### config.mk
export PLATFORM = sky130hd
export DESIGN_NAME = sapc_ctrl
export DESIGN_NICKNAME = d
export VERILOG_FILES = /design/src/core/sapc_pkg.sv /design/src/core/sapc_sar_step.sv /design/src/core/sapc_ctrl.sv
export SDC_FILE = /design/constraint.sdc
export NUM_CORES = 1
export LEC_CHECK = 0
export BUFFER_PORTS_ARGS = -buffer_cell sky130_fd_sc_hd__buf_2
export CAP_MARGIN = 5
export CORE_UTILIZATION = 32
export CTS_BUF_LIST = sky130_fd_sc_hd__clkbuf_8
export DETAILED_ROUTE_END_ITERATION = 8
export PLACE_DENSITY = 0.51
export SKIP_CTS_REPAIR_TIMING = 1
export SLEW_MARGIN = 20
export SYNTH_ARGS = -nofsm -noshare
export SYNTH_HDL_FRONTEND = slang
export SYNTH_HIERARCHICAL = 1
export SYNTH_SLANG_ARGS = --single-unit
export TNS_END_PERCENT = 100
### constraint.sdc
create_clock -name clk -period 5.4 [get_ports clk]
set_input_delay 1.08 -clock clk [delete_from_list [all_inputs] [get_ports clk]]
set_output_delay 1.08 -clock clk [all_outputs]
set_load 0.005 [all_outputs]
### src/core/sapc_pkg.sv
/*
  Package for the successive-approximation converter controller: register byte
  addresses, field positions, reset values, conversion-time table and states.
  Assumes an 8-bit CPU data bus with 16-bit result reads on a 50 MHz clock.
*/
package sapc_pkg;
  // register byte addresses
  localparam logic [15:0] ADDR_RESULT_LO = 16'hFF08;
  localparam logic [15:0] ADDR_RESULT_HI = 16'hFF09;
  localparam logic [15:0] ADDR_MODE = 16'hFF28;
  localparam logic [15:0] ADDR_CHANNEL = 16'hFF29;
  localparam logic [15:0] ADDR_CMP_MODE = 16'hFF2A;
  localparam logic [15:0] ADDR_THRESHOLD = 16'hFF2B;
  // field positions
  localparam int MODE_START_POS = 7;
  localparam int MODE_REF_EN_POS = 0;
  localparam int MODE_TSEL_LSB = 3;
  localparam int CMP_ENABLE_POS = 7;
  localparam int CMP_POLARITY_POS = 6;
  localparam int CHANNEL_BITS = 3;
  localparam int RESULT_SHIFT = 6;
  // reset values
  localparam logic [7:0] MODE_RESET = 8'h00;
  localparam logic [7:0] CHANNEL_RESET = 8'h00;
  localparam logic [7:0] CMP_MODE_RESET = 8'h00;
  localparam logic [7:0] THRESHOLD_RESET = 8'h00;
  // writable masks: reserved bits read as zero
  localparam logic [7:0] MODE_MASK = 8'hB9;
  localparam logic [7:0] CHANNEL_MASK = 8'h07;
  localparam logic [7:0] CMP_MODE_MASK = 8'hC0;
  // conversion time in main clock periods per code
  localparam logic [8:0] CONV_T0 = 9'd288;
  localparam logic [8:0] CONV_T1 = 9'd240;
  localparam logic [8:0] CONV_T2 = 9'd192;
  localparam logic [8:0] CONV_T4 = 9'd144;
  localparam logic [8:0] CONV_T5 = 9'd120;
  localparam logic [8:0] CONV_T6 = 9'd96;
  // ten approximation steps, each one compare cycle
  localparam int SAR_BITS = 10;
  localparam logic [8:0] STEP_CYCLES = 9'd10;
  // reference settle time, for software reference only
  localparam int REF_SETTLE_US = 14;
  localparam int CLK_MHZ = 50;
  localparam int REF_SETTLE_CYCLES = REF_SETTLE_US * CLK_MHZ;

  typedef enum logic [1:0] {
    SAPC_IDLE = 2'b00,
    SAPC_SAMPLE = 2'b01,
    SAPC_CONVERT = 2'b11,
    SAPC_DONE = 2'b10
  } sapc_state_e;
endpackage

### src/core/sapc_sar_step.sv
/*
  Successive approximation core: given the held comparator answer it walks a
  trial code from bit nine down to bit zero, one bit per start/step pulse.
  Assumes the comparator answers the tap shown on trial_code in the same cycle.
*/
module sapc_sar_step
  import sapc_pkg::*;
#(
  parameter int WIDTH = SAR_BITS
)
(
  input wire logic clk,
  input wire logic sys_rst,
  input wire logic begin_conv,
  input wire logic step,
  input wire logic cmp_ge,
  output logic [WIDTH-1:0] trial_code,
  output logic last_bit
);
  logic [WIDTH-1:0] code;
  logic [WIDTH-1:0] probe;
  logic [WIDTH-1:0] next_code;
  logic [WIDTH-1:0] next_probe;

  // keep the probed bit when input >= tap, then trial the next lower bit
  always_comb
  begin
    next_code = code;
    next_probe = probe;
    if (begin_conv)
    begin
      next_probe = {1'b1, {(WIDTH-1){1'b0}}};
      next_code = next_probe;
    end
    else if (step && probe != '0)
    begin
      next_code = cmp_ge ? code : (code & ~probe);
      next_probe = probe >> 1;
      next_code = next_code | next_probe;
    end
  end

  always_ff @(posedge clk)
  begin
    if (sys_rst)
    begin
      code <= '0;
      probe <= '0;
    end
    else
    begin
      code <= next_code;
      probe <= next_probe;
    end
  end

  assign trial_code = code;
  assign last_bit = probe[0];
endmodule

### src/core/sapc_ctrl.sv
/*
  Converter controller: CPU-side registers, channel select, sample/hold timing,
  approximation sequencing, result latch and threshold-gated end-of-conversion
  request. Assumes the CPU presents one access per cycle and holds it while
  bus_wait is high; the analog front end answers cmp_ge for the shown tap.
*/
module sapc_ctrl
  import sapc_pkg::*;
(
  input wire logic clk,
  input wire logic sys_rst,
  input wire logic [15:0] bus_addr,
  input wire logic bus_wr,
  input wire logic bus_rd,
  input wire logic bus_bit_op,
  input wire logic [2:0] bus_bit_sel,
  input wire logic [7:0] bus_wdata,
  input wire logic cmp_ge,
  output logic [15:0] bus_rdata,
  output logic bus_wait,
  output logic [7:0] analog_sel,
  output logic sample_en,
  output logic ref_enable,
  output logic [SAR_BITS-1:0] tap_code,
  output logic conversion_end_irq
);
  logic [7:0] converter_mode_reg;
  logic [7:0] input_channel_select;
  logic [7:0] powerfail_compare_mode;
  logic [7:0] powerfail_threshold;
  logic [15:0] conversion_result;
  sapc_state_e state;
  logic [8:0] cnt;
  logic [7:0] next_mode, next_chan, next_cmp, next_thr;
  logic [15:0] next_result, next_rdata;
  sapc_state_e next_state;
  logic [8:0] next_cnt;
  logic next_wait, next_irq, next_sample;
  logic [7:0] next_sel;
  logic wr_mode, wr_chan, wr_cmp, wr_thr, any_wr, rd_result;
  logic begin_conv, step, last_bit, irq_ok, conversion_start_bit;
  logic [SAR_BITS-1:0] trial_code;
  logic [8:0] sample_len;

  // bit-op writes touch one bit; byte writes replace all writable bits
  function automatic logic [7:0] merge_write(input logic [7:0] cur, input logic [7:0] mask,
                                             input logic bit_op, input logic [2:0] sel,
                                             input logic [7:0] wd);
    logic [7:0] onehot;
    onehot = 8'h01 << sel;
    if (bit_op)
      merge_write = ((cur & ~onehot) | (wd & onehot)) & mask;
    else
      merge_write = wd & mask;
  endfunction

  // whole-conversion length per time code; prohibited codes fall back to longest
  function automatic logic [8:0] conv_len(input logic [2:0] code);
    case (code)
      3'h0: conv_len = CONV_T0;
      3'h1: conv_len = CONV_T1;
      3'h2: conv_len = CONV_T2;
      3'h4: conv_len = CONV_T4;
      3'h5: conv_len = CONV_T5;
      3'h6: conv_len = CONV_T6;
      default: conv_len = CONV_T0;
    endcase
  endfunction

  assign wr_mode = bus_wr && bus_addr == ADDR_MODE;
  assign wr_chan = bus_wr && bus_addr == ADDR_CHANNEL;
  assign wr_cmp = bus_wr && bus_addr == ADDR_CMP_MODE;
  assign wr_thr = bus_wr && !bus_bit_op && bus_addr == ADDR_THRESHOLD;
  assign any_wr = wr_mode || wr_chan || wr_cmp || wr_thr;
  assign rd_result = bus_rd && bus_addr == ADDR_RESULT_LO;
  assign conversion_start_bit = converter_mode_reg[MODE_START_POS];
  // tap comes straight from the approximation flop, so cmp_ge answers the code being decided
  assign tap_code = trial_code;
  // time left after ten compare cycles and a done cycle goes to sampling
  assign sample_len = conv_len(converter_mode_reg[MODE_TSEL_LSB +: 3]) - STEP_CYCLES - 9'd1;

  // unsigned compare of upper result byte against threshold
  assign irq_ok = !powerfail_compare_mode[CMP_ENABLE_POS] ? 1'b1 :
                  (powerfail_compare_mode[CMP_POLARITY_POS] ?
                   (trial_code[9:2] < powerfail_threshold) :
                   (trial_code[9:2] >= powerfail_threshold));

  // register file; rejected bit writes to threshold are ignored
  always_comb
  begin
    next_mode = wr_mode ? merge_write(converter_mode_reg, MODE_MASK, bus_bit_op, bus_bit_sel, bus_wdata)
                        : converter_mode_reg;
    next_chan = wr_chan ? merge_write(input_channel_select, CHANNEL_MASK, bus_bit_op, bus_bit_sel, bus_wdata)
                        : input_channel_select;
    next_cmp = wr_cmp ? merge_write(powerfail_compare_mode, CMP_MODE_MASK, bus_bit_op, bus_bit_sel, bus_wdata)
                      : powerfail_compare_mode;
    next_thr = wr_thr ? bus_wdata : powerfail_threshold;
    next_wait = (any_wr || rd_result) && !bus_wait;
    next_rdata = 16'h0000;
    if (rd_result)
      next_rdata = conversion_result;
    else if (bus_rd)
    begin
      case (bus_addr)
        ADDR_MODE: next_rdata = {8'h00, converter_mode_reg};
        ADDR_CHANNEL: next_rdata = {8'h00, input_channel_select};
        ADDR_CMP_MODE: next_rdata = {8'h00, powerfail_compare_mode};
        ADDR_THRESHOLD: next_rdata = {8'h00, powerfail_threshold};
        default: next_rdata = 16'h0000;
      endcase
    end
  end

  // conversion sequencer: sample, ten steps, latch, repeat
  always_comb
  begin
    next_state = state;
    next_cnt = cnt;
    next_result = conversion_result;
    next_irq = 1'b0;
    begin_conv = 1'b0;
    step = 1'b0;
    case (state)
      SAPC_IDLE:
      begin
        if (conversion_start_bit)
        begin
          next_state = SAPC_SAMPLE;
          next_cnt = sample_len;
        end
      end
      SAPC_SAMPLE:
      begin
        if (cnt <= 9'd1)
        begin
          next_state = SAPC_CONVERT;
          begin_conv = 1'b1;
        end
        else
          next_cnt = cnt - 9'd1;
      end
      SAPC_CONVERT:
      begin
        step = 1'b1;
        if (last_bit)
          next_state = SAPC_DONE;
      end
      SAPC_DONE:
      begin
        next_result = {trial_code, 6'h00};
        next_irq = irq_ok;
        next_state = SAPC_SAMPLE;
        next_cnt = sample_len;
      end
      default: next_state = SAPC_IDLE;
    endcase
    // a write aborts the running conversion; start bit decides restart
    if (any_wr && state != SAPC_IDLE)
    begin
      next_state = SAPC_IDLE;
      next_irq = 1'b0;
      if (!next_mode[MODE_START_POS])
        next_result = conversion_result;
    end
    if (!conversion_start_bit)
      next_state = SAPC_IDLE;
  end

  // outputs to the analog front end
  always_comb
  begin
    next_sel = 8'h01 << input_channel_select[CHANNEL_BITS-1:0];
    next_sample = next_state == SAPC_SAMPLE;
  end

  sapc_sar_step #(
    .WIDTH(SAR_BITS)
  ) u_sar (
    .clk(clk),
    .sys_rst(sys_rst),
    .begin_conv(begin_conv),
    .step(step),
    .cmp_ge(cmp_ge),
    .trial_code(trial_code),
    .last_bit(last_bit)
  );

  // result holds no reset value: unset until the first conversion completes
  always_ff @(posedge clk)
  begin
    conversion_result <= next_result;
  end

  always_ff @(posedge clk)
  begin
    if (sys_rst)
    begin
      converter_mode_reg <= MODE_RESET;
      input_channel_select <= CHANNEL_RESET;
      powerfail_compare_mode <= CMP_MODE_RESET;
      powerfail_threshold <= THRESHOLD_RESET;
      state <= SAPC_IDLE;
      cnt <= 9'h000;
      bus_wait <= 1'b0;
      bus_rdata <= 16'h0000;
      conversion_end_irq <= 1'b0;
      analog_sel <= 8'h01;
      sample_en <= 1'b0;
      ref_enable <= 1'b0;
    end
    else
    begin
      converter_mode_reg <= next_mode;
      input_channel_select <= next_chan;
      powerfail_compare_mode <= next_cmp;
      powerfail_threshold <= next_thr;
      state <= next_state;
      cnt <= next_cnt;
      bus_wait <= next_wait;
      bus_rdata <= next_rdata;
      conversion_end_irq <= next_irq;
      analog_sel <= next_sel;
      sample_en <= next_sample;
      ref_enable <= next_mode[MODE_REF_EN_POS];
    end
  end
endmodule

* Yosys cells after proc, flatten, opt, wreduce, memory -nomap -nowiden
Index checks and enable logic that the tools add are counted.
** Word-level totals
- Bits in registers :: 102
- Input port bits :: 33
- Output and inout port bits :: 38
- Word-level logic and storage cells :: 108
** Operators by class
- Add/sub/neg operators :: 3
- $lt $le $gt $ge :: 3
- Eq/ne operators :: 17
- Shift-type cells :: 2
- Muxes and demuxes :: 29
- Bitwise gates (word level) :: 12
- Reductions and logical operators :: 24
** Operator list (number)
- $eq 16x16->1 const B :: 5
- $mux 16 :: 4
- $mux 10 :: 5
- $pmux 9 s5 :: 1
- $mux 8 :: 4
- $pmux 8 s4 :: 1
- $pmux 9 s3 :: 1
- $and 8x8->8 :: 3
- $mux 9 :: 2
- $sub 9x1->9 const B :: 2
- $or 8x8->8 :: 2
- $shl 1x3->8 const A :: 2
- $and 10x10->10 :: 1
- $not 10->10 :: 1
- $or 10x9->10 :: 1
- $reduce_bool 10->1 :: 1
- $eq 3x3->1 const B :: 3
- $le 9x1->1 const B :: 1
- $logic_and 1x1->1 :: 9
- $sub 9x4->9 const B :: 1
- $ge 8x8->1 :: 1
- $lt 8x8->1 :: 1
- $mux 2 :: 4
- $not 8->8 :: 1
- other kinds (19) :: 33

* Logic depth before layout (Yosys ltp)
Gate-level depths: netlist of run 1.
- Depth after elaboration :: 9
- Mapped depth :: 9

* Hierarchy
The synthesis of run 1 kept the hierarchy.
** By module, submodules not included
- sapc_ctrl :: times used 1, cells each 329, area each 3056.7 um^2
- sapc_sar_step :: times used 1, cells each 87, area each 765.7 um^2

* Worst setup path before layout of run 1
No wires, ideal clock.
- Kind :: input-to-reg
- Start point :: in bus_addr[1]
- End point :: reg conversion_result[10] (enable)
- Setup time :: 380 ps
- Arrival time :: 2896 ps
- Path slack :: 2124 ps
- Cell stages on the path :: 6
- Path buffers :: 1
- Path through :: clkbuf_1 -> or2_2 -> nor4_2 -> nand3_1 -> mux2i_1 -> a21oi_1
** Between the ends
- Cells in the longest elaborated chain, start to end :: 7
- Elaborated cells on any way between the ends :: 14
** Ends and longest elaborated chain
- start, declared :: RTL line sapc_ctrl.sv:12 : input wire logic [15:0] bus_addr,
- $eq 16x16->1 (on tied branches) :: RTL line sapc_ctrl.sv:70, sapc_ctrl.sv:71
- $logic_and 1x1->1 (on tied branches) :: RTL line sapc_ctrl.sv:70, sapc_ctrl.sv:71
- $logic_or 1x1->1 (3 in series) :: RTL line sapc_ctrl.sv:74 : assign any_wr = wr_mode || wr_chan || wr_cmp || wr_thr;
- $logic_and 1x1->1 :: RTL line sapc_ctrl.sv:158 : if (any_wr && state != SAPC_IDLE)
- $ne 2x2->1 (no source line) *
- end signal, assigned :: RTL line sapc_ctrl.sv:191 : conversion_result <= next_result;
- end, declared :: RTL line sapc_ctrl.sv:31 : logic [15:0] conversion_result;
Mark *: on every way between the ends. The rest lies on a longest branch, timed or not.
A chain may end at the register's enable or synchronous reset.

* Final worst setup path of run 1
- Start point :: in bus_addr[1]
- End point :: reg conversion_result[8] (enable)
Same word-level chain as after synthesis.

==> impl_summary.log, run 1 <==
INFO  metric distinct_cell_type_count_of_the_synthesized_netlist = 57
INFO  metric synth_sequential_area_ratio = 47.7%
INFO  metric start_util = 33.2%
INFO  metric antenna_violating_nets_post_route = 0
INFO  metric worst-slew-pin-transition = 0.986 ns
INFO  metric synth.area.mux_share = 5.76%
INFO  metric met3_wirelength = 381 µm
INFO  metric synth_fa_ha_area_share = 3.60%
INFO  metric violated_checks = DRC
INFO  metric rsz0062_at_grt = no
INFO  metric switching_part_of_the_total = 23.8%
INFO  metric post-dp-hpwl = 6.69 mm
INFO  metric power.share.clock = approximately 37%
INFO  metric avgRoutedWirePerCell = 14.4 µm
INFO  metric critical_path.slowest_cell = sky130_fd_sc_hd__a21oi_1
INFO  metric overflow = 0
INFO  metric remaining_drcs = 16
INFO  metric synth_nets = 460
INFO  metric total_power = 1.08 mW
INFO  metric synth_xor_area_share = 0.687%
INFO  metric htree_num_levels = 3
INFO  metric synthesis.area_per_instance = 9.19 µm²
INFO  metric drt_first_iter_violations = 172
INFO  metric synth_top_family_by_area = simple AND/OR/NAND/NOR gates
INFO  metric final_hold_fails = 0
INFO  metric cp_num_buf_inv = 1
INFO  metric timing.max_slew.rel_slack = between 30% and 40%
INFO  metric met1Wirelength = approximately 4.5 mm
INFO  metric met2WireLength = between 4 and 5 mm
INFO  metric post-place-ws = 1.70 ns
INFO  metric register_area = 1820 µm²
INFO  metric placement.io_buffers = 70
INFO  metric worst_path_required_time = 5.39 ns
INFO  metric number_of_clock_sinks = 86
INFO  metric synth-simple-area-share = 21.7%
INFO  metric grt_pass1_vias = 2,882
INFO  metric grt_max_degree = between 40 and 50
INFO  metric seq_power_share = between 50% and 60%
INFO  metric place.gp.congestion = 0.842
INFO  metric timing_max_transition_violations_final = 0
INFO  metric worstHoldPathType = flop to flop
INFO  metric p_leak = 1.73 nW
INFO  metric clockBufferDepth = 2
INFO  metric clock_insertion_delay_worst_skew = 0.36 ns
INFO  metric synth_cells = 416
INFO  metric ios = between 70 and 80
INFO  metric synth_area_leader_cell = sky130_fd_sc_hd__dfxtp_1
INFO  metric insertedDiodeCount = 0
INFO  metric power.share.combinational = 3.6%
INFO  metric ys_ff_latch = 86
INFO  metric pwr_density_cell = 244 nW/µm²
INFO  metric die_y = 111 µm
INFO  metric setup_viol_count_final = 0
INFO  metric cts.clk_slew.worst_paths = ~0.09 ns
INFO  metric dieArea = 12,400 µm²
INFO  metric power.net_switching = between 200 and 300 µW
INFO  metric fp.dieW = 111 µm
INFO  metric setup.worst_path.class = primary input to flop
INFO  metric num_vias = 3,118
INFO  metric cts-buffers-inserted = 9
INFO  metric max-cap-violations = 0
INFO  metric ir_drop = between 0.0001 and 0.00015 V
INFO  metric placeableCoreArea = ~12,000 µm²
INFO  metric top_layer_used = met4
INFO  metric grt_antenna_before_repair = 0
INFO  metric crit_arrival = 3.27 ns
INFO  metric most_numerous_cell_in_the_yosys_netlist = sky130_fd_sc_hd__dfxtp_1
INFO  metric syn2layout_area_growth = 15.8%
INFO  metric global_route_wire_length_before_repair = 14.7 mm
INFO  metric ys.warnings.count = 6
INFO  metric timing.critical_path.fanout_max = 10
INFO  metric compound_gate_fraction_of_synth_area = roughly 16%
INFO  metric pint = around 820 µW
INFO  metric nNetsFinal = 524
INFO  metric post-synth-top-area-fraction = 39.8%
INFO  metric cts_tree = built
INFO  metric multi_input_area = between 1500 and 2000 µm²
INFO  metric yosys-top-cells-count = sky130_fd_sc_hd__dfxtp_1, sky130_fd_sc_hd__nor2_1, sky130_fd_sc_hd__nand2_1, sky130_fd_sc_hd__a21oi_1, sky130_fd_sc_hd__inv_1
INFO  metric most_area_consuming_cells_after_synthesis = sky130_fd_sc_hd__dfxtp_1, sky130_fd_sc_hd__edfxtp_1, sky130_fd_sc_hd__mux2i_1
INFO  metric achievable-frequency = 304 MHz
INFO  metric timing.critical_path.slowest_cell_delay = about 0.8 ns
INFO  metric totalWireLength = between 9 and 10 mm
INFO  metric dominantRegCellSynth = sky130_fd_sc_hd__dfxtp_1
INFO  metric outcome = complete, but fails checks
INFO  metric drive_above_1_share = 20.8%
INFO  metric period_minus_slack = about 3.3 ns
INFO  metric critical_path.cell_chain = buf_2 -> or2_2 -> nor4_2 -> nand3_1 -> mux2i_1 -> a21oi_1
INFO  metric synth_area = 3820 µm²
INFO  metric finalCritPeriodShare = 60.9%
INFO  metric count_of_flip_flops_with_a_built_in_enable_after_synthesis = 10
INFO  metric clock-root-buffer = sky130_fd_sc_hd__clkbuf_8
INFO  metric fillCellCount = roughly 1.2k
INFO  metric drtPass1Iterations = 7
INFO  metric critical_path.endpoint_type = flop
INFO  metric crit_path_start_kind = primary input
INFO  metric critical-path-top-delay-family = simple AND/OR/NAND/NOR gates
INFO  metric detail_route.vias_per_cell = slightly below 5
INFO  metric tns = 0 ns
INFO  metric grt_usage = 15.0%
INFO  metric async_reset_ff_share = 0%
INFO  metric skew = 0.00713 ns
INFO  metric rows = 39
INFO  metric finalWorstSetupSlack = around 2.1 ns
-- worst reg2reg max path, stage by stage (launching register included) --
cell	delay (ns)
sky130_fd_sc_hd__dfxtp_1	0.35
sky130_fd_sc_hd__nor3_1	0.69
sky130_fd_sc_hd__nand3_1	0.30
sky130_fd_sc_hd__nor2_1	0.30
sky130_fd_sc_hd__or2_1	0.68
sky130_fd_sc_hd__o21ai_1	0.15
-- power by group through the flow --
stage / combinational, mW / clock, mW / sequential, mW
after floorplan: 0.0220 / 0 / 0.659
after global placement: 0.0390 / 0 / 0.659
after detailed placement: 0.0394 / 0 / 0.659
after CTS: 0.0395 / 0.409 / 0.644
after global routing: 0.0437 / 0.435 / 0.644
final: 0.0391 / 0.397 / 0.644
-- cell type report --
cell class | instances | share of cell area, %
sequential | 86 | 41.2
multi-input combinational | 288 | 41.0
timing repair buffer | 70 | 7.91
tap | 143 | 4.04
clock buffer | 9 | 2.80
inverter | 25 | 2.12
clock inverter | 7 | 0.933
-- final timing paths --
path                           to  slack [ns]  depth (start not counted)   startpoint
min                      bus_wait        0.42                          1     bus_wait
max reg2reg   u_sar/trial_code[2]        2.79                          5       cnt[2]
min reg2reg              bus_wait        0.42                          1     bus_wait
max          conversion_result[8]        2.11                          6  bus_addr[1]
-- stage by stage --
step	std cells	hold WS [ns]	area (µm²)	util [%]
after floorplan	416	0.418	3820	-
after global placement	612	0.410	4260	37.0
after detailed placement	612	0.412	4260	37.0
after CTS	628	0.425	4430	38.4
after global routing	628	0.472	4430	38.4
final	628	0.423	4430	38.4
-- per-layer routing --
| metal | GRT usage, % | up-vias |
|---|---|---|
| met5 | 0 | - |
| met4 | 6.49 | 0 |
| met3 | 3.17 | 9 |
| met2 | 23.1 | 74 |
| met1 | 20.2 | 1443 |
| li1 | - | 1592 |
-- cell families after synthesis --
kind of cell,count (synthesis)
mux,22
compound gates,93
fa+ha+maj,11
simple gates,159
buf+inv,42
xor+xnor,3
flops,86
-- cell usage in the layout, fill, tap and decap left out, types with 3 or more instances in the layout --
master                      n
sky130_fd_sc_hd__nand3_1   11
sky130_fd_sc_hd__nor2b_1    3
sky130_fd_sc_hd__o21ai_0   11
sky130_fd_sc_hd__buf_2     70
sky130_fd_sc_hd__a21oi_2   10
sky130_fd_sc_hd__nor3b_1    3
sky130_fd_sc_hd__nor2_1    48
sky130_fd_sc_hd__a21oi_1   25
sky130_fd_sc_hd__dfxtp_1   76
sky130_fd_sc_hd__nand2b_1  13
sky130_fd_sc_hd__a211oi_1   4
sky130_fd_sc_hd__clkbuf_8   9
sky130_fd_sc_hd__o21bai_1   3
sky130_fd_sc_hd__a22oi_1    3
sky130_fd_sc_hd__nand4_1    7
sky130_fd_sc_hd__o211ai_1   5
sky130_fd_sc_hd__nand4b_1   5
sky130_fd_sc_hd__ha_1      11
sky130_fd_sc_hd__nor3_1    12
sky130_fd_sc_hd__a31oi_1    5
sky130_fd_sc_hd__edfxtp_1  10
sky130_fd_sc_hd__and2_1    12
sky130_fd_sc_hd__inv_1     25
sky130_fd_sc_hd__o21a_1     3
sky130_fd_sc_hd__mux2i_1   22
sky130_fd_sc_hd__nand2_1   30
sky130_fd_sc_hd__o21ai_1   10
Power figures use the tool's default switching activity.
==> run 2: changes to the inputs <==
--- a/config.mk
+++ b/config.mk
@@ -5,12 +5,13 @@
 export SDC_FILE = /design/constraint.sdc
 export NUM_CORES = 1
 export LEC_CHECK = 0
+export ABC_AREA = 1
 export BUFFER_PORTS_ARGS = -buffer_cell sky130_fd_sc_hd__buf_2
 export CAP_MARGIN = 5
 export CORE_UTILIZATION = 32
 export CTS_BUF_LIST = sky130_fd_sc_hd__clkbuf_8
 export DETAILED_ROUTE_END_ITERATION = 8
-export PLACE_DENSITY = 0.51
+export PLACE_DENSITY = 0.52
 export SKIP_CTS_REPAIR_TIMING = 1
 export SLEW_MARGIN = 20
 export SYNTH_ARGS = -nofsm -noshare
==> constraint.sdc (replaced) <==
create_clock -name clk -period 2.8 [get_ports clk]
set_input_delay 0.56 -clock clk [delete_from_list [all_inputs] [get_ports clk]]
set_output_delay 0.56 -clock clk [all_outputs]
set_load 0.005 [all_outputs]
==> impl_summary.log, run 2 <==
INFO  metric outcome = finished, final reports clean
INFO  metric final_common_cell = sky130_fd_sc_hd__nand2_1
INFO  metric multi_input_area = 2090 µm²
INFO  metric timing.critical_path.slowest_cell_delay = 0.46 ns
INFO  metric skew = ~0.0094 ns
INFO  metric setup.worst_path.class = primary input to flop
INFO  metric htree_num_levels = 3
INFO  metric critical_path.endpoint_type = flop
INFO  metric grt_pass1_vias = between 3k and 4k
INFO  metric ys.warnings.count = 6
INFO  metric grt_antenna_before_repair = 0
INFO  metric synthesis.area_per_instance = 7.24 µm²
INFO  metric crit_arrival = around 1.9 ns
INFO  metric total_power = about 2.2 mW
INFO  metric placement.io_buffers = 70
INFO  metric switching_part_of_the_total = between 20% and 30%
INFO  metric pwr_density_cell = 434 nW/µm²
INFO  metric totalWireLength = 10.4 mm
INFO  metric fillCellCount = 1,426
INFO  metric place.gp.congestion = between 0.8 and 0.9
INFO  metric ir_drop = ~0.00016 V
INFO  metric grt_max_degree = 21
INFO  metric dominantRegCellSynth = sky130_fd_sc_hd__dfxtp_1
INFO  metric grt_usage = 15.8%
INFO  metric yosys-top-cells-count = sky130_fd_sc_hd__nand2_1, sky130_fd_sc_hd__dfxtp_1, sky130_fd_sc_hd__inv_1, sky130_fd_sc_hd__nor2_1, sky130_fd_sc_hd__a21oi_1
INFO  metric setup_viol_count_final = 0
INFO  metric overflow = 0
INFO  metric synth_area = 4310 µm²
INFO  metric period_minus_slack = roughly 1.9 ns
INFO  metric critical-path-top-delay-family = simple AND/OR/NAND/NOR gates
INFO  metric seq_power_share = 57.4%
INFO  metric placed_area = a little under 5000 µm²
INFO  metric synth_area_leader_cell = sky130_fd_sc_hd__dfxtp_1
INFO  metric place.detailed.instances = 830
INFO  metric drive_above_1_share = 20.0%
INFO  metric max-cap-violations = 0
INFO  metric clockBufferDepth = 2
INFO  metric timing_max_transition_violations_final = 0
INFO  metric ios = 71
INFO  metric die_y = around 120 µm
INFO  metric post-dp-hpwl = 7.80 mm
INFO  metric placeableCoreArea = 13,200 µm²
INFO  metric p_leak = between 2 and 2.5 nW
INFO  metric avgRoutedWirePerCell = roughly 12 µm
INFO  metric rsz0062_at_grt = no
INFO  metric power.share.clock = between 30% and 40%
INFO  metric insertedDiodeCount = 0
INFO  metric cts-buffers-inserted = 9
INFO  metric synth_nets = roughly 640
INFO  metric rows = 42
INFO  metric number_of_clock_sinks = 86
INFO  metric drtPass1Iterations = 4
INFO  metric synth_sequential_area_ratio = 42.3%
INFO  metric cts_tree = built
INFO  metric worst_path_required_time = 2.82 ns
INFO  metric fp.dieW = 118 µm
INFO  metric finalCritPeriodShare = 67.9%
INFO  metric power.share.combinational = 4.7%
INFO  metric timing.max_slew.rel_slack = 63.6%
INFO  metric worstHoldPathType = primary input to flop
INFO  metric drt_first_iter_violations = roughly 270
INFO  metric remaining_drcs = 0
INFO  metric clock-root-buffer = sky130_fd_sc_hd__clkbuf_8
INFO  metric nNetsFinal = between 700 and 800
INFO  metric crit_path_start_kind = primary input
INFO  metric power.net_switching = 541 µW
INFO  metric critical_path.cell_chain = buf_2 -> inv_4 -> nand2_2 -> nor2_2 -> nand2_1 -> nor3_4 -> nand2_2 -> nand2_1 -> inv_1 -> a21oi_2
INFO  metric antenna_violating_nets_post_route = 0
INFO  metric final_hold_fails = 0
INFO  metric most_area_consuming_cells_after_synthesis = sky130_fd_sc_hd__dfxtp_1, sky130_fd_sc_hd__nand2_1, sky130_fd_sc_hd__edfxtp_1
INFO  metric timing.critical_path.fanout_max = 14
INFO  metric worst-slew-pin-transition = around 0.55 ns
INFO  metric register_area = about 1800 µm²
INFO  metric mostFrequentLayoutCells = sky130_fd_sc_hd__nand2_1, sky130_fd_sc_hd__dfxtp_1, sky130_fd_sc_hd__buf_2
INFO  metric cts.clk_slew.worst_paths = around 0.090 ns
INFO  metric detail_route.vias_per_cell = 4.62
INFO  metric tns = 0 ns
INFO  metric post-synth-top-area-fraction = a little over a third
INFO  metric dieArea = 13,900 µm²
INFO  metric count_of_flip_flops_with_a_built_in_enable_after_synthesis = 10
INFO  metric layoutNonFillerInstCount = 846
INFO  metric async_reset_ff_share = 0%
INFO  metric achievable-frequency = 526 MHz
INFO  metric critical_path.slowest_cell = sky130_fd_sc_hd__a21oi_2
INFO  metric start_util = 32.7%
INFO  metric timing.hold.ws = between 0.4 and 0.5 ns
INFO  metric global_route_wire_length_before_repair = 17.3 mm
INFO  metric final_area = 4990 µm²
INFO  metric most_numerous_cell_in_the_yosys_netlist = sky130_fd_sc_hd__nand2_1
INFO  metric num_vias = 3,907
INFO  metric clock_insertion_delay_worst_skew = roughly 0.37 ns
INFO  metric setup.reg_to_reg.worst_slack = approximately 1.1 ns
INFO  metric synth_cells = 595
INFO  metric distinct_cell_type_count_of_the_synthesized_netlist = 39
INFO  metric pint = 1.62 mW
INFO  metric cp_num_buf_inv = 3
INFO  metric syn2layout_area_growth = 15.9%
INFO  metric ys_ff_latch = 86
-- run 2: cell types whose count changed after synthesis, sizes merged, moves of 5 or more --
cell / before / now
nand2: 30 / 172
inv: 25 / 73
nor2: 48 / 76
nand3: 11 / 35
mux2i: 22 / 0
nand4: 7 / 23
a21oi: 35 / 48
nand2b: 13 / 0
and2: 12 / 0
buf: 3 / 10
clkbuf: 14 / 7
a21boi: 2 / 8
nand4b: 5 / 0
-- run 2: logic make-up (layout without fill, tap and decap cells) --
group | after synthesis | in the layout | share of synthesized area, %
flip-flops | 86 | 86 | 42.3
adder cells (fa/ha/maj) | 11 | 11 | 3.20
XOR/XNOR | 2 | 2 | 0.407
AND/OR/NAND/NOR | 322 | 322 | 33.5
AO/OA/AOI/OAI | 83 | 83 | 11.4
buffers and inverters | 91 | 166 | 9.18
-- run 2: cell type report --
type                            instances  area share, %
Multi-Input combinational cell        418           41.9
Sequential cell                        86           36.5
Tap cell                              176           4.41
Timing Repair Buffer                   76           7.92
Clock buffer                           10           2.76
Inverter                               74           5.62
Clock inverter                          6          0.928
-- run 2: stage by stage --
step                      util (%)  setup slack [ns]
after detailed placement      36.4             0.499
after floorplan                  -             0.758
after CTS                     37.8             0.908
after global routing          37.8             0.747
after global placement        36.4             0.553
final                         37.8             0.899
-- run 2: routing by layer --
metal	track usage [%]	wire (µm)
met3	2.96	388
met2	26.2	4930
met5	0	0
met4	7.21	192
met1	19.7	4860
-- run 2: worst paths after layout --
check | endpoint | startpoint | cells past startpoint
setup / recovery | conversion_result[14] | bus_addr[1] | 10
hold reg to reg | bus_rdata[6] | conversion_result[6] | 2
hold / removal | powerfail_threshold[2] | bus_wdata[2] | 3
setup reg to reg | conversion_result[14] | converter_mode_reg[7] | 8
-- run 2: tightest hold or removal path, delay by kind of cell --
| family | cells | cell delay (ns) |
|---|---|---|
| and+or+nand+nor | 2 | 0.12 |
| buffers and inverters | 1 | 0.09 |
-- run 2: power groups by stage --
stage                     Combinational (mW)  Sequential [mW]  Clock, mW
after detailed placement               0.102             1.27          0
after global placement                0.0999             1.27          0
after CTS                              0.102             1.24      0.853
final                                  0.102             1.24      0.821
after floorplan                       0.0542             1.27          0
after global routing                   0.114             1.24      0.905
==> run 3: changes to the inputs <==
==> constraint.sdc (replaced) <==
create_clock -name clk -period 1.6 [get_ports clk]
set_input_delay 0.32 -clock clk [delete_from_list [all_inputs] [get_ports clk]]
set_output_delay 0.32 -clock clk [all_outputs]
set_load 0.005 [all_outputs]
==> impl_summary.log, run 3 (synthesized netlist as in run 2, its figures left out) <==
INFO  metric global_route_wire_length_before_repair = 18.1 mm
INFO  metric drive_above_1_share = a little under 30%
INFO  metric crit_path_start_kind = flop
INFO  metric antenna_violating_nets_post_route = 0
INFO  metric library_cell_appearing_most_often_on_the_critical_path = sky130_fd_sc_hd__nor2_1
INFO  metric final_hold_fails = 0
INFO  metric grt_usage = 16.4%
INFO  metric setup_viol_count_final = 0
INFO  metric clock_insertion_delay_worst_skew = roughly 0.37 ns
INFO  metric achievable-frequency = 684 MHz
INFO  metric critical-path-top-delay-family = simple AND/OR/NAND/NOR gates
INFO  metric post-dp-hpwl = 8.32 mm
INFO  metric max-cap-violations = 0
INFO  metric timing_max_transition_violations_final = 0
INFO  metric dieArea = 13,900 µm²
INFO  metric critical_path.endpoint_type = flop
INFO  metric clockBufferDepth = 2
INFO  metric critical_path.slowest_cell = sky130_fd_sc_hd__dfxtp_1
INFO  metric total_power = 3.96 mW
INFO  metric worst_path_required_time = 1.85 ns
INFO  metric finalCritPeriodShare = 91.3%
INFO  metric grt_antenna_before_repair = 0
INFO  metric place.gp.congestion = 0.819
INFO  metric clock-root-buffer = sky130_fd_sc_hd__clkbuf_8
INFO  metric insertedDiodeCount = 0
INFO  metric fp.dieW = 118 µm
INFO  metric worstHoldPathType = primary input to flop
INFO  metric totalWireLength = roughly 11 mm
INFO  metric placeableCoreArea = 13,200 µm²
INFO  metric tns = 0 ns
INFO  metric avgRoutedWirePerCell = 12.2 µm
INFO  metric final_common_cell = sky130_fd_sc_hd__nand2_1
INFO  metric timing.max_slew.rel_slack = 78.2%
INFO  metric p_leak = 2.55 nW
INFO  metric nNetsFinal = 758
INFO  metric cp_num_buf_inv = 0
INFO  metric number_of_clock_sinks = 86
INFO  metric remaining_drcs = 0
INFO  metric overflow = 0
INFO  metric fillCellCount = roughly 1.4k
INFO  metric setup.worst_path.class = flop to flop
INFO  metric pwr_density_cell = 717 nW/µm²
INFO  metric mostFrequentLayoutCells = sky130_fd_sc_hd__nand2_1, sky130_fd_sc_hd__dfxtp_1, sky130_fd_sc_hd__buf_2
INFO  metric outcome = finished, final reports clean
INFO  metric grt_max_degree = 19
INFO  metric ir_drop = 0.000335 V
INFO  metric drtPass1Iterations = 6
INFO  metric final_area = approximately 5500 µm²
INFO  metric period_minus_slack = 1.46 ns
INFO  metric cts_tree = built
INFO  metric grt_pass1_vias = 3,863
INFO  metric timing.critical_path.slowest_cell_delay = 0.32 ns
INFO  metric placed_area = around 5200 µm²
INFO  metric ios = 71
INFO  metric timing.critical_path.fanout_max = 18
INFO  metric start_util = 32.7%
INFO  metric syn2layout_area_growth = 28.1%
INFO  metric worst-slew-pin-transition = 0.325 ns
INFO  metric crit_arrival = 1.72 ns
INFO  metric critical_path.cell_chain = nor2_1 -> nand2_1 -> nor2_2 -> nand2_2 -> nor2_1 -> or2_4 -> a21oi_1
INFO  metric cts-buffers-inserted = 9
INFO  metric placement.io_buffers = 70
INFO  metric drt_first_iter_violations = 199
INFO  metric rows = 42
INFO  metric detail_route.vias_per_cell = 4.59
INFO  metric htree_num_levels = 3
INFO  metric num_vias = 4,108
INFO  metric cts.clk_slew.worst_paths = about 0.090 ns
INFO  metric die_y = 118 µm
INFO  metric skew = 0.00771 ns
run 3: worst register-to-register path, stage by stage, from the launching register on:
cell and delay [ns]:
sky130_fd_sc_hd__dfxtp_1 0.32, sky130_fd_sc_hd__nor2_1 0.16, sky130_fd_sc_hd__nand2_1 0.13, sky130_fd_sc_hd__nor2_2 0.13
sky130_fd_sc_hd__nand2_2 0.09, sky130_fd_sc_hd__nor2_1 0.13, sky130_fd_sc_hd__or2_4 0.31, sky130_fd_sc_hd__a21oi_1 0.09
run 3: worst paths after layout:
path | start | to | slack, ns | cells after the start
worst min-delay path | bus_wdata[6] | powerfail_threshold[6] | 0.20 | 3
worst min register to register | conversion_result[6] | bus_rdata[6] | 0.45 | 2
worst max-delay path | cnt[4] | u_sar/trial_code[4] | 0.14 | 7
worst max register to register | cnt[4] | u_sar/trial_code[4] | 0.14 | 7
run 3: layout make-up:
class                   count  area (µm²)  share of cell area, %
well taps                 176         220                   3.99
clock inverters             7        72.6                   1.32
clock buffers               9         124                   2.24
multi-input cells         418        2180                   39.6
inverters                  74         308                   5.58
flip-flops and latches     86        1830                   33.2
repair buffers            125         779                   14.1
run 3: metrics by stage:
| step | instances | util (%) | setup slack, ns | hold WS (ns) |
|---|---|---|---|---|
| 2_1_floorplan | 595 | - | -0.0622 | 0.382 |
| 3_3_place_gp | 876 | 39.6 | -0.180 | 0.440 |
| 3_5_place_dp | 876 | 39.6 | -0.190 | 0.431 |
| 4_1_cts | 892 | 41.1 | -0.0659 | 0.173 |
| 5_1_grt | 895 | 41.8 | -0.00144 | 0.174 |
| 6_report | 895 | 41.8 | 0.139 | 0.200 |
run 3: metal layers:
layer  global-route usage (%)  part of all wire (%)  vias to the layer above
li1                         -                     -                     2162
met1                     20.7                    47                     1867
met2                     27.1                    47                       66
met3                     3.15                   3.2                       13
met4                     7.29                   1.9                        0
met5                        0                     0                        -
run 3: power by group:
group | leakage, nW | total [mW] | internal [mW] | switching, mW
clock | 0.0989 | 1.55 | 0.724 | 0.824
sequential | 0.708 | 2.17 | 2.17 | 0.00000396
combinational | 1.74 | 0.235 | 0.0942 | 0.141
total | 2.55 | 3.96 | 2.99 | 0.965
